===== config.mk =====
export PLATFORM = sky130hd
export DESIGN_NAME = ppat_top
export DESIGN_NICKNAME = d
export VERILOG_FILES = /design/src/common/ppat_pkg.sv /design/src/hdl/ppat_top.sv /design/src/hdl/ppat_scaler.sv
export VERILOG_INCLUDE_DIRS = /design/src /design/src/common
export SDC_FILE = /design/constraint.sdc
export NUM_CORES = 1
export LEC_CHECK = 0
export ABC_AREA = 1
export BUFFER_PORTS_ARGS = -buffer_cell sky130_fd_sc_hd__clkbuf_2
export CAP_MARGIN = 20
export CORE_MARGIN = 3
export CORE_UTILIZATION = 55
export DETAILED_ROUTE_END_ITERATION = 16
export GPL_TIMING_DRIVEN = 0
export PLACE_DENSITY = 0.79
export SLEW_MARGIN = 15
export SYNTH_ARGS = -nofsm -noshare
export SYNTH_HDL_FRONTEND = slang
export SYNTH_SLANG_ARGS = --single-unit

===== constraint.sdc =====
create_clock -name CLK_I -period 8.69 [get_ports CLK_I]
set_input_delay 1.3035 -clock CLK_I [delete_from_list [all_inputs] [get_ports CLK_I]]
set_output_delay 1.3035 -clock CLK_I [all_outputs]
set_load 0.03 [all_outputs]

===== src/common/ppat_consts.svh =====
// Constants for the pixel port address translator.
// Assumes inclusion by bare name from the package and modules.
// Functional notes
// RL1 - 32-bit writable target base, zero after reset
// RL2 - Software aligns base to selected packing
// RL3 - Masked offset: low 28 bits AND not mask
// RL4 - 8 bpp: offset shifted right two, zero filled
// RL5 - 16 bpp: offset shifted right one, zero filled
// RL6 - Target address: base plus zero-extended offset
// RL7 - Base bytes 0..3 hold bits 7:0 upward
// RL8 - Other modes: offset passes unchanged
// RL9 - Mode code 0001b 8 bpp, 0010b 16 bpp
// RL10 - Mask is 28-bit field, reset zero
// RL11 - Only 32-bit accesses, not from host
`ifndef PPAT_CONSTS_SVH
`define PPAT_CONSTS_SVH
`define PPAT_ADDR_W        8
`define PPAT_OFF_BASE0     8'hBC
`define PPAT_OFF_BASE1     8'hBD
`define PPAT_OFF_BASE2     8'hBE
`define PPAT_OFF_BASE3     8'hBF
`define PPAT_OFF_MASK0     8'hB8
`define PPAT_OFF_MASK1     8'hB9
`define PPAT_OFF_MASK2     8'hBA
`define PPAT_OFF_MASK3     8'hBB
`define PPAT_OFF_MODE      8'hB0
`define PPAT_BYTE_RST      8'h00
`define PPAT_MASK_RST      28'h0000000
`define PPAT_MODE_RST      4'h0
`define PPAT_MODE_8BPP     4'h1
`define PPAT_MODE_16BPP    4'h2
`define PPAT_OFF_W         28
`define PPAT_TOP_NIB_W     4
`define PPAT_RD_UNMAPPED   32'h00000000
`endif


===== src/common/ppat_pkg.sv =====
// Types for the pixel port address translator.
// Assumes the consts header is on the include path.
`include "ppat_consts.svh"
package ppat_pkg;
   typedef enum logic [1:0] {
      PPAT_IDLE = 2'b01,
      PPAT_ACK  = 2'b10
   } ppat_bus_state_t;
   typedef logic [`PPAT_OFF_W-1:0] ppat_offset_t;
endpackage


===== src/hdl/ppat_top.sv =====
// Address translator for one converter port, with Avalon-MM register slave.
// Assumes the processor issues full 32-bit port accesses on the same clock.
//
// The Avalon-MM interface to the registers was left to the implementer.
`timescale 1ns/100ps
`include "ppat_consts.svh"
module ppat_top
   import ppat_pkg::*;
(
   input  wire logic                    CLK_I,
   input  wire logic                    ARST_N_I,
   input  wire logic [`PPAT_ADDR_W-1:0] AVS_ADDRESS_I,
   input  wire logic                    AVS_READ_I,
   input  wire logic                    AVS_WRITE_I,
   input  wire logic [31:0]             AVS_WRITEDATA_I,
   input  wire logic [3:0]              AVS_BYTEENABLE_I,
   output logic      [31:0]             AVS_READDATA_O,
   output logic                         AVS_WAITREQUEST_O,
   input  wire logic                    PORT_REQ_I,
   input  wire logic [31:0]             PORT_ADDR_I,
   output logic      [31:0]             MEM_ADDR_O,
   output logic                         MEM_VALID_O
);
   // Register bus state
   ppat_bus_state_t           state_r;
   logic [7:0]                base_r [4];
   logic [`PPAT_OFF_W-1:0]    mask_r;
   logic [3:0]                mode_r;

   // Translation path
   logic [31:0]               target_base_value;
   logic [`PPAT_OFF_W-1:0]    scaled_offset;
   logic [31:0]               offset_ext;
   logic [31:0]               target_sum;

   // Read path
   logic [31:0]               rd_nxt;
   logic [31:0]               rd_base;
   logic [31:0]               rd_mask;
   logic [31:0]               rd_mode;

   // Bus decode
   logic                      req;
   logic                      hit_base;
   logic                      hit_mask;
   logic                      hit_mode;
   logic                      wr_ack;
   logic                      rd_take;
   logic [1:0]                sel;
   logic [3:0]                base_we;
   logic [3:0]                mask_we;

   // Address decode
   assign req      = AVS_READ_I | AVS_WRITE_I;
   assign sel      = AVS_ADDRESS_I[1:0];
   assign hit_base = (AVS_ADDRESS_I >= `PPAT_OFF_BASE0) && (AVS_ADDRESS_I <= `PPAT_OFF_BASE3);
   assign hit_mask = (AVS_ADDRESS_I >= `PPAT_OFF_MASK0) && (AVS_ADDRESS_I <= `PPAT_OFF_MASK3);
   assign hit_mode = (AVS_ADDRESS_I == `PPAT_OFF_MODE);

   // Write lands in the ack cycle, read data loads in the idle cycle
   // Writes need the low byte lane enabled
   assign wr_ack   = AVS_WRITE_I && (state_r == PPAT_ACK) && AVS_BYTEENABLE_I[0];
   assign rd_take  = AVS_READ_I && (state_r == PPAT_IDLE);
   assign AVS_WAITREQUEST_O = req && (state_r != PPAT_ACK);

   // One wait cycle per access
   always_ff @(posedge CLK_I or negedge ARST_N_I) begin
      if (!ARST_N_I) begin
         state_r <= PPAT_IDLE;
      end else begin
         case (state_r)
            PPAT_IDLE: begin
               if (req) begin
                  state_r <= PPAT_ACK;
               end else begin
                  state_r <= PPAT_IDLE;
               end
            end
            PPAT_ACK: begin
               state_r <= PPAT_IDLE;
            end
            default: begin
               state_r <= PPAT_IDLE;
            end
         endcase
      end
   end

   // Base bytes, bits 7:0 upward in register order
   // Index cast keeps the compare at two bits
   genvar g;
   generate
      for (g = 0; g < 4; g++) begin : g_base
         assign base_we[g] = wr_ack && hit_base && (sel == 2'(g));
         always_ff @(posedge CLK_I or negedge ARST_N_I) begin
            if (!ARST_N_I) begin
               base_r[g] <= `PPAT_BYTE_RST; // RL1
            end else if (base_we[g]) begin
               base_r[g] <= AVS_WRITEDATA_I[7:0]; // RL7
            end
         end
         assign target_base_value[8*g +: 8] = base_r[g]; // RL7
      end
   endgenerate

   // Mask byte strobes
   // Index cast keeps the compare at two bits
   genvar k;
   generate
      for (k = 0; k < 4; k++) begin : g_mask_we
         assign mask_we[k] = wr_ack && hit_mask && (sel == 2'(k));
      end
   endgenerate

   // Mask field, four bits in top byte
   always_ff @(posedge CLK_I or negedge ARST_N_I) begin
      if (!ARST_N_I) begin
         mask_r <= `PPAT_MASK_RST; // RL10
      end else begin
         if (mask_we[0]) begin
            mask_r[7:0] <= AVS_WRITEDATA_I[7:0];
         end
         if (mask_we[1]) begin
            mask_r[15:8] <= AVS_WRITEDATA_I[7:0];
         end
         if (mask_we[2]) begin
            mask_r[23:16] <= AVS_WRITEDATA_I[7:0];
         end
         if (mask_we[3]) begin
            mask_r[27:24] <= AVS_WRITEDATA_I[3:0]; // RL10
         end
      end
   end

   // Conversion mode
   always_ff @(posedge CLK_I or negedge ARST_N_I) begin
      if (!ARST_N_I) begin
         mode_r <= `PPAT_MODE_RST;
      end else if (wr_ack && hit_mode) begin
         mode_r <= AVS_WRITEDATA_I[3:0]; // RL9
      end
   end

   // Base byte read
   always_comb begin
      rd_base = `PPAT_RD_UNMAPPED;
      rd_base[7:0] = base_r[sel]; // RL7
   end

   // Mask byte read, upper nibble of top byte reads zero
   always_comb begin
      rd_mask = `PPAT_RD_UNMAPPED;
      case (sel)
         2'h0: begin
            rd_mask[7:0] = mask_r[7:0];
         end
         2'h1: begin
            rd_mask[7:0] = mask_r[15:8];
         end
         2'h2: begin
            rd_mask[7:0] = mask_r[23:16];
         end
         default: begin
            rd_mask[3:0] = mask_r[27:24]; // RL10
         end
      endcase
   end

   // Mode read
   always_comb begin
      rd_mode = `PPAT_RD_UNMAPPED;
      rd_mode[3:0] = mode_r; // RL9
   end

   // Read select, unmapped reads zero
   always_comb begin
      rd_nxt = `PPAT_RD_UNMAPPED;
      if (hit_base) begin
         rd_nxt = rd_base;
      end else if (hit_mask) begin
         rd_nxt = rd_mask;
      end else if (hit_mode) begin
         rd_nxt = rd_mode;
      end
   end

   // Read data register, stands at the edge waitrequest is low
   always_ff @(posedge CLK_I or negedge ARST_N_I) begin
      if (!ARST_N_I) begin
         AVS_READDATA_O <= `PPAT_RD_UNMAPPED;
      end else if (rd_take) begin
         AVS_READDATA_O <= rd_nxt;
      end
   end

   // Masking and scaling of the port offset
   ppat_scaler u_scaler (
      .port_off_i (PORT_ADDR_I[`PPAT_OFF_W-1:0]),
      .mask_i     (mask_r),
      .mode_i     (mode_r),
      .scaled_o   (scaled_offset)
   );

   // Zero-extended offset added to the base
   // Sum wraps at 32 bits
   assign offset_ext = {{`PPAT_TOP_NIB_W{1'b0}}, scaled_offset}; // RL6
   assign target_sum = target_base_value + offset_ext; // RL6

   // Result valid one cycle after request
   always_ff @(posedge CLK_I or negedge ARST_N_I) begin
      if (!ARST_N_I) begin
         MEM_VALID_O <= 1'b0;
      end else begin
         MEM_VALID_O <= PORT_REQ_I;
      end
   end

   // Target address, held until the next request
   always_ff @(posedge CLK_I or negedge ARST_N_I) begin
      if (!ARST_N_I) begin
         MEM_ADDR_O <= 32'h00000000;
      end else if (PORT_REQ_I) begin
         MEM_ADDR_O <= target_sum; // RL6
      end
   end

endmodule


===== src/hdl/ppat_scaler.sv =====
// Offset masking and scaling for the port address.
// Assumes mode and mask come from registers on the same clock.
`timescale 1ns/100ps
`include "ppat_consts.svh"
module ppat_scaler
   import ppat_pkg::*;
(
   input  wire logic [`PPAT_OFF_W-1:0] port_off_i,
   input  wire logic [`PPAT_OFF_W-1:0] mask_i,
   input  wire logic [3:0]             mode_i,
   output logic      [`PPAT_OFF_W-1:0] scaled_o
);
   ppat_offset_t masked_offset;
   assign masked_offset = port_off_i & ~mask_i; // RL3
   always_comb begin
      case (mode_i) // RL9
         `PPAT_MODE_8BPP:  scaled_o = {2'b00, masked_offset[`PPAT_OFF_W-1:2]}; // RL4
         `PPAT_MODE_16BPP: scaled_o = {1'b0, masked_offset[`PPAT_OFF_W-1:1]}; // RL5
         default:          scaled_o = masked_offset; // RL8
      endcase
   end
endmodule


==> results of run 1 <==
## final cells by class
| class | count | area (um2) |
|---|---|---|
| buffer | 49 | 298 |
| fill | 1264 | 4670 |
| inverter | 167 | 629 |
| multi-input combinational | 811 | 4050 |
| tap | 176 | 220 |
| clock buffer | 10 | 229 |
| clock inverter | 6 | 78.8 |
| sequential | 107 | 2680 |
| timing repair buffer | 93 | 499 |
## cell usage after synthesis (9+ instances only)
cell type / number / area, um2
o21ai_0: 73 / 365
o221ai_1: 25 / 219
xnor2_1: 12 / 105
a21oi_1: 24 / 120
ha_1: 28 / 350
a22oi_1: 9 / 67.6
nand2_1: 418 / 1570
inv_1: 164 / 616
o21ai_2: 9 / 78.8
clkbuf_1: 17 / 63.8
dfrtp_1: 106 / 2650
nor2_1: 48 / 180
buf_4: 25 / 188
nand3_1: 84 / 420
## through the flow
step	setup slack (ps)	total power (uW)	hold slack, ps	utilization
2_1_floorplan	5530	715	453	-
3_3_place_gp	4860	799	459	0.624
3_5_place_dp	5100	806	464	0.627
4_1_cts	5010	1240	481	0.650
5_1_grt	4650	1280	499	0.650
6_report	4950	1240	473	0.650
## logic make-up after synthesis
kind of cell	synth area share
xor gates and xnor gates	0.0150
DFF	0.354
buffers and inverters	0.123
and+or+nand+nor	0.324
AOI/OAI and AO/OA	0.135
adders and majority gates	0.0489
other	0.000496
## tightest hold or removal path: cells and delay by family, from the launching register on
kind             cells  cell delay (ps)
flip-flops           1              340
AND/OR/NAND/NOR      2              100
## per-layer routing
| layer | vias to the layer above | GRT usage | share of wire |
|---|---|---|---|
| met1 | 3399 | 0.398 | 0.42 |
| met3 | 77 | 0.0517 | 0.077 |
| met2 | 361 | 0.491 | 0.46 |
| met4 | 0 | 0.147 | 0.049 |
| met5 | - | 0 | 0 |
| li1 | 3785 | - | - |
## state kept, by name, summed over array words and instances (netlist names)
name            cells
mode_r              4
AVS_READDATA_O      8
MEM_ADDR_O         32
state_r             2
MEM_VALID_O         1
mask_r             28
base_r             32
## path summary, 6_finish.rpt
kind                                         endpoint  slack, ps  depth (start not counted)                       from
hold / removal              MEM_ADDR_O[0]$_DFFE_PN0P_        470                          2  MEM_ADDR_O[0]$_DFFE_PN0P_
max in group asynchronous        state_r[0]$_DFF_PN1_       7170                          2                   ARST_N_I
hold reg to reg             MEM_ADDR_O[0]$_DFFE_PN0P_        470                          2  MEM_ADDR_O[0]$_DFFE_PN0P_
setup / recovery           MEM_ADDR_O[12]$_DFFE_PN0P_       4950                         15      mode_r[3]$_DFFE_PN0P_
setup reg to reg           MEM_ADDR_O[12]$_DFFE_PN0P_       4950                         15      mode_r[3]$_DFFE_PN0P_
min in group asynchronous   MEM_ADDR_O[4]$_DFFE_PN0P_        810                          1                   ARST_N_I
## power groups by stage
stage                     clock network [uW]  logic, uW  registers, uW
final                                    436        256            544
after global routing                     456        279            548
after CTS                                441        254            544
after detailed placement                   0        252            554
after global placement                     0        247            552
after floorplan                            0        121            595
## cells in the final DEF (no fill, tap or decap), types with 4 or more instances in the layout
cell,instances
xnor2_1,12
o221ai_1,25
nand3_1,84
clkbuf_16,9
o22ai_1,5
ha_1,28
a21oi_1,24
buf_2,4
buf_4,26
nand2_1,418
a2bb2oi_1,4
clkbuf_1,18
inv_1,164
nor2_1,48
a22oi_1,9
dfrtp_1,106
o21ai_0,73
nand3b_1,5
conb_1,24
o2111ai_1,7
o21ai_2,9
nor3_1,4
clkbuf_2,90
==> key figures, run 1 <==
Synthesis
  – FF+latch count, synth: 107
  – Async SR Flop Fraction: 1.00
  – Avg Synthesized Cell Area: 6.81 um2
  – Mapped Area: 7570 um2
  – Top_reg_cell synth: dfrtp_1
  – Mapped Cells: 1,111
  – Synth Warn #: 0
  – Distinct cell type count after synthesis: 46
  – Post-synth EDFFs: 0
  – Sequential share of the synthesized area: 0.354

Place
  – Cells after DPL: 1,403
  – Placed cell area: 8370 um2
  – Post-DP HPWL: 17.6 mm
  – GP Congestion: 1.05
  – Buffers on Ports: 91

STA
  – Worst Skew: 10.6 ps
  – Unrepaired setup endpoints after global routing: false
  – Slew HR: 0.510
  – Crit share post-route: 0.430
  – Tmin final: 3740 ps
  – Worst-margin pin slew: 729 ps
  – Post-Route Setup TNS: 0 ps
  – Max Clk Rate: 267 MHz
  – Final-report max-slew violation count: 0
  – # setup viols final: 0
  – Fin. Hold Viols: 0

Cells and area
  – Final #Nets: 1,348
  – Fin cells: 1,419
  – Area growth from synthesis to layout: 14.7%
  – Fin area: 8680 um2
  – Layout cells sized above 1: 0.134
  – Diodes inserted: 0

GRT
  – Global-route wire length before repair: 35.1 mm
  – Gr usage total: 0.304
  – Initial antenna violation count: 0
  – Largest net degree at the start of global routing: 81
  – Vias in the first global route: 7,007
  – GRT Residual Overflow: 0

Worst setup path
  – Cell Chain, Critical Path: nor2_1 > nand3_1 > nand2_1 > clkinv_1 > clkbuf_1 > nand3_1 > o221ai_1 > ha_1 > nand2_1 > nand2_1 > a21oi_1 > nand3_1 > or2_2 > nand3_1 > nand2_1
  – Setup crit start kind: register
  – Slowest CP cell: ha_1
  – Slowest cell delay on critical path: 420 ps
  – CP Data Required Time: 8940 ps
  – Crit-path max FO: 10
  – CP arrival: 3990 ps
  – Crit path max-delay family: simple AND/OR/NAND/NOR gates
  – Worst Path Buf+Inv: 2
  – Worst Setup End Kind: register
  – Crit path kind: register to register

Power
  – Clock power frac: 0.353
  – Max VDD drop: 0.178 mV
  – LEAKAGE: 0.00476 uW
  – Register share of total power: 0.440
  – Int Power: 836 uW
  – PD cells: 142 nW/um2
  – Net Sw Frac: 0.323
  – Switching Power: 400 uW
  – Comb power frac: 0.207

Drt
  – Final wirelength: 22.2 mm
  – Routed vias: 7,622
  – Detail Route Antenna Nets: 0
  – DR pass1 iterations: 5
  – Post-DR wirelength/cell: 15.7 um
  – Vias/cell: 5.37
  – Initial DRC count: 699
  – Residual DRC: 0

Outcome
  – Outcome: finished clean

Clock tree
  – Worst-Skew Late Latency: 370 ps
  – Num CTS Buffers: 9
  – Resized cells post-CTS: 0
  – Setup bufs post-CTS: 0
  – Clk slew on worst S/H paths: 80 ps
  – Hold buffer count at CTS: 0
  – CTS Sinks: 107
  – Root cell of the clock tree: clkbuf_16
  – CTS max path bufs: 2
  – CTS tree: yes
  – H-tree depth: 3

Die
  – Die Ht: 123 um
  – Initial core utilization: 0.567
  – Die area: 15,200 um2
  – Core ar.: 13,300 um2
  – Die W: 123 um
  – Row count: 42
  – I/O pins: 147

Hold path
  – Hold Crit Class: register to register

Flow run
  – Max_cap viols: 0
(Power assumes the default switching activity.)
==> inputs of run 2 (changes only) <==
clock period = 3.6 ns   (was 8.69 ns; I/O delays follow)
==> key figures, run 2 (synthesized netlist as in run 1, its figures left out) <==
Outcome
  – Outcome: finished clean (unchanged)

STA
  – Tmin final: 3310 ps (was 3740 ps)
  – Slew HR: 0.526 (was 0.510)
  – Crit share post-route: 0.919 (was 0.430)
  – Fin. Hold Viols: 0 (unchanged)
  – Worst-margin pin slew: 705 ps (was 729 ps)
  – Max Clk Rate: 302 MHz (was 267 MHz)
  – Post-Route Setup TNS: 0 ps (unchanged)
  – Final-report max-slew violation count: 0 (unchanged)
  – # setup viols final: 0 (unchanged)
  – Final hold slack: 50.6 ps (was 473 ps)
  – Worst Skew: 11.2 ps (was 10.6 ps)
  – Unrepaired setup endpoints after global routing: false (unchanged)

Drt
  – Routed vias: 7,654 (was 7,622)
  – Detail Route Antenna Nets: 0 (unchanged)
  – DR pass1 iterations: 7 (was 5)
  – Met2 WL: 10.2 mm (was 10.1 mm)
  – Top sig layer: met4 (unchanged)
  – Final wirelength: 22.4 mm (was 22.2 mm)
  – Met3 WL: 1.77 mm (was 1.71 mm)
  – Met1 WL: 9.30 mm (about the same)
  – Initial DRC count: 719 (was 699)
  – Residual DRC: 0 (unchanged)
  – Post-DR wirelength/cell: 15.8 um (was 15.7 um)
  – Vias/cell: 5.38 (was 5.37)

Flow run
  – Max_cap viols: 0 (unchanged)

GRT
  – Initial antenna violation count: 0 (unchanged)
  – Largest net degree at the start of global routing: 81 (unchanged)
  – Vias in the first global route: 7,007 (unchanged)
  – GRT Residual Overflow: 0 (unchanged)
  – Global-route wire length before repair: 35.1 mm (unchanged)
  – Gr usage total: 0.304 (unchanged)

Die
  – Die W: 123 um (unchanged)
  – Row count: 42 (unchanged)
  – Die Ht: 123 um (unchanged)
  – Core ar.: 13,300 um2 (unchanged)
  – Die area: 15,200 um2 (unchanged)
  – I/O pins: 147 (unchanged)
  – Initial core utilization: 0.567 (unchanged)

Worst setup path
  – Crit-path max FO: 10 (unchanged)
  – Worst path most repeated cell: nand2_1
  – Slowest CP cell: ha_1 (unchanged)
  – Cell Chain, Critical Path: nor2_2 > nand2_2 > nand2_2 > clkinvlp_4 > clkbuf_2 > nand3_1 > o221ai_1 > ha_1 > nand2_1 > nor2_1 > nand3_1 > nand2_1 > nand2_1 > nand2_1 > nand2_1 > nand2_1 > nand2_1 > nand3_1 > nand2_1 (was nor2_1 > nand3_1 > nand2_1 > clkinv_1 > clkbuf_1 > nand3_1 > o221ai_1 > ha_1 > nand2_1 > nand2_1 > a21oi_1 > nand3_1 > or2_2 > nand3_1 > nand2_1)
  – CP arrival: 3560 ps (was 3990 ps)
  – Worst Setup End Kind: register (unchanged)
  – CP Data Required Time: 3850 ps (was 8940 ps)
  – Reg-to-reg setup timing slack: 290 ps (was 4950 ps)
  – Crit path kind: register to register (unchanged)
  – Setup crit start kind: register (unchanged)
  – Slowest cell delay on critical path: 440 ps (was 420 ps)

Clock tree
  – Root cell of the clock tree: clkbuf_16 (unchanged)
  – Worst-Skew Late Latency: 370 ps (about the same)
  – CTS Sinks: 107 (unchanged)
  – Num CTS Buffers: 9 (unchanged)
  – H-tree depth: 3 (unchanged)
  – Clk slew on worst S/H paths: 80 ps (about the same)
  – CTS tree: yes (unchanged)
  – CTS max path bufs: 2 (unchanged)

Hold path
  – Hold Crit Class: input pin to asynchronous set/reset pin (was register to register)

Cells and area
  – Final #Nets: 1,351 (was 1,348)
  – Area growth from synthesis to layout: 15.4% (was 14.7%)
  – Most common cell after layout, fill and taps aside: nand2_1 (unchanged)
  – Finished Core Util: 0.654 (was 0.650)
  – Fin cells: 1,422 (was 1,419)
  – Top Registers: MEM_ADDR_O: 32 flops, base_r: 32 flops, mask_r: 28 flops (unchanged)
  – Diodes inserted: 0 (unchanged)
  – Layout cells sized above 1: 0.143 (was 0.134)
  – Most frequent cells in the layout: nand2_1, inv_1, dfrtp_1, clkbuf_2, nand3_1 (unchanged)

Place
  – Cells after DPL: 1,403 (unchanged)
  – Buffers on Ports: 91 (unchanged)
  – Post-DP HPWL: 17.6 mm (unchanged)
  – GP Congestion: 1.05 (unchanged)

Power
  – PD cells: 342 nW/um2 (was 142 nW/um2)
  – LEAKAGE: 0.00478 uW (was 0.00476 uW)
  – Max VDD drop: 0.429 mV (was 0.178 mV)
[run 2: metal layers]
layer,vias to the layer above,track usage
li1,3791,-
met1,3427,0.398
met2,353,0.491
met3,83,0.0517
met4,0,0.147
met5,-,0
[run 2: worst max-delay path, delay by kind of cell (launching register included)]
kind | cells | cell delay (ps)
buf+inv | 2 | 410
flops | 1 | 420
fa+ha+maj | 1 | 440
compound gates | 1 | 170
simple gates | 15 | 1750
[run 2: final cells by class]
cell class,instances,area (um2)
Clock buffer,10,229
Sequential cell,107,2680
Clock inverter,6,78.8
Tap cell,176,220
Timing Repair Buffer,96,522
Inverter,167,633
Multi-Input combinational cell,811,4070
Fill cell,1262,4610
Buffer,49,300
[run 2: worst paths after layout]
check | start | cells after the start | to
setup / recovery | mode_r[3]$_DFFE_PN0P_ | 19 | MEM_ADDR_O[31]$_DFFE_PN0P_
hold / removal | ARST_N_I | 1 | MEM_ADDR_O[4]$_DFFE_PN0P_
setup reg to reg | mode_r[3]$_DFFE_PN0P_ | 19 | MEM_ADDR_O[31]$_DFFE_PN0P_
hold reg to reg | MEM_ADDR_O[0]$_DFFE_PN0P_ | 2 | MEM_ADDR_O[0]$_DFFE_PN0P_
max in group asynchronous | ARST_N_I | 2 | state_r[0]$_DFF_PN1_
min in group CLK_I | PORT_REQ_I | 1 | MEM_VALID_O$_DFF_PN0_
[run 2: what timing repair did]
item                       in CTS  in global routing
setup endpoints to repair       5                 23
gates cloned                    0                  0
pin swaps                       0                  1
resized for setup               1                 10
buffers inserted                0                  3
hold buffers                    0                  0
[run 2: metrics by stage]
step,cell area [um2],setup WS (ps),total power [uW]
CTS,8690,18.3,2990
finish,8730,293,2990
global route,8730,40.7,3100
floorplan,7650,834,1730
detailed placement,8370,7.91,1950
global placement,8330,57.5,1930
[run 2: power by group]
group / total [uW] / internal, uW / switching (uW)
logic: 621 / 190 / 431
clock network: 1050 / 558 / 496
registers: 1310 / 1270 / 40.9
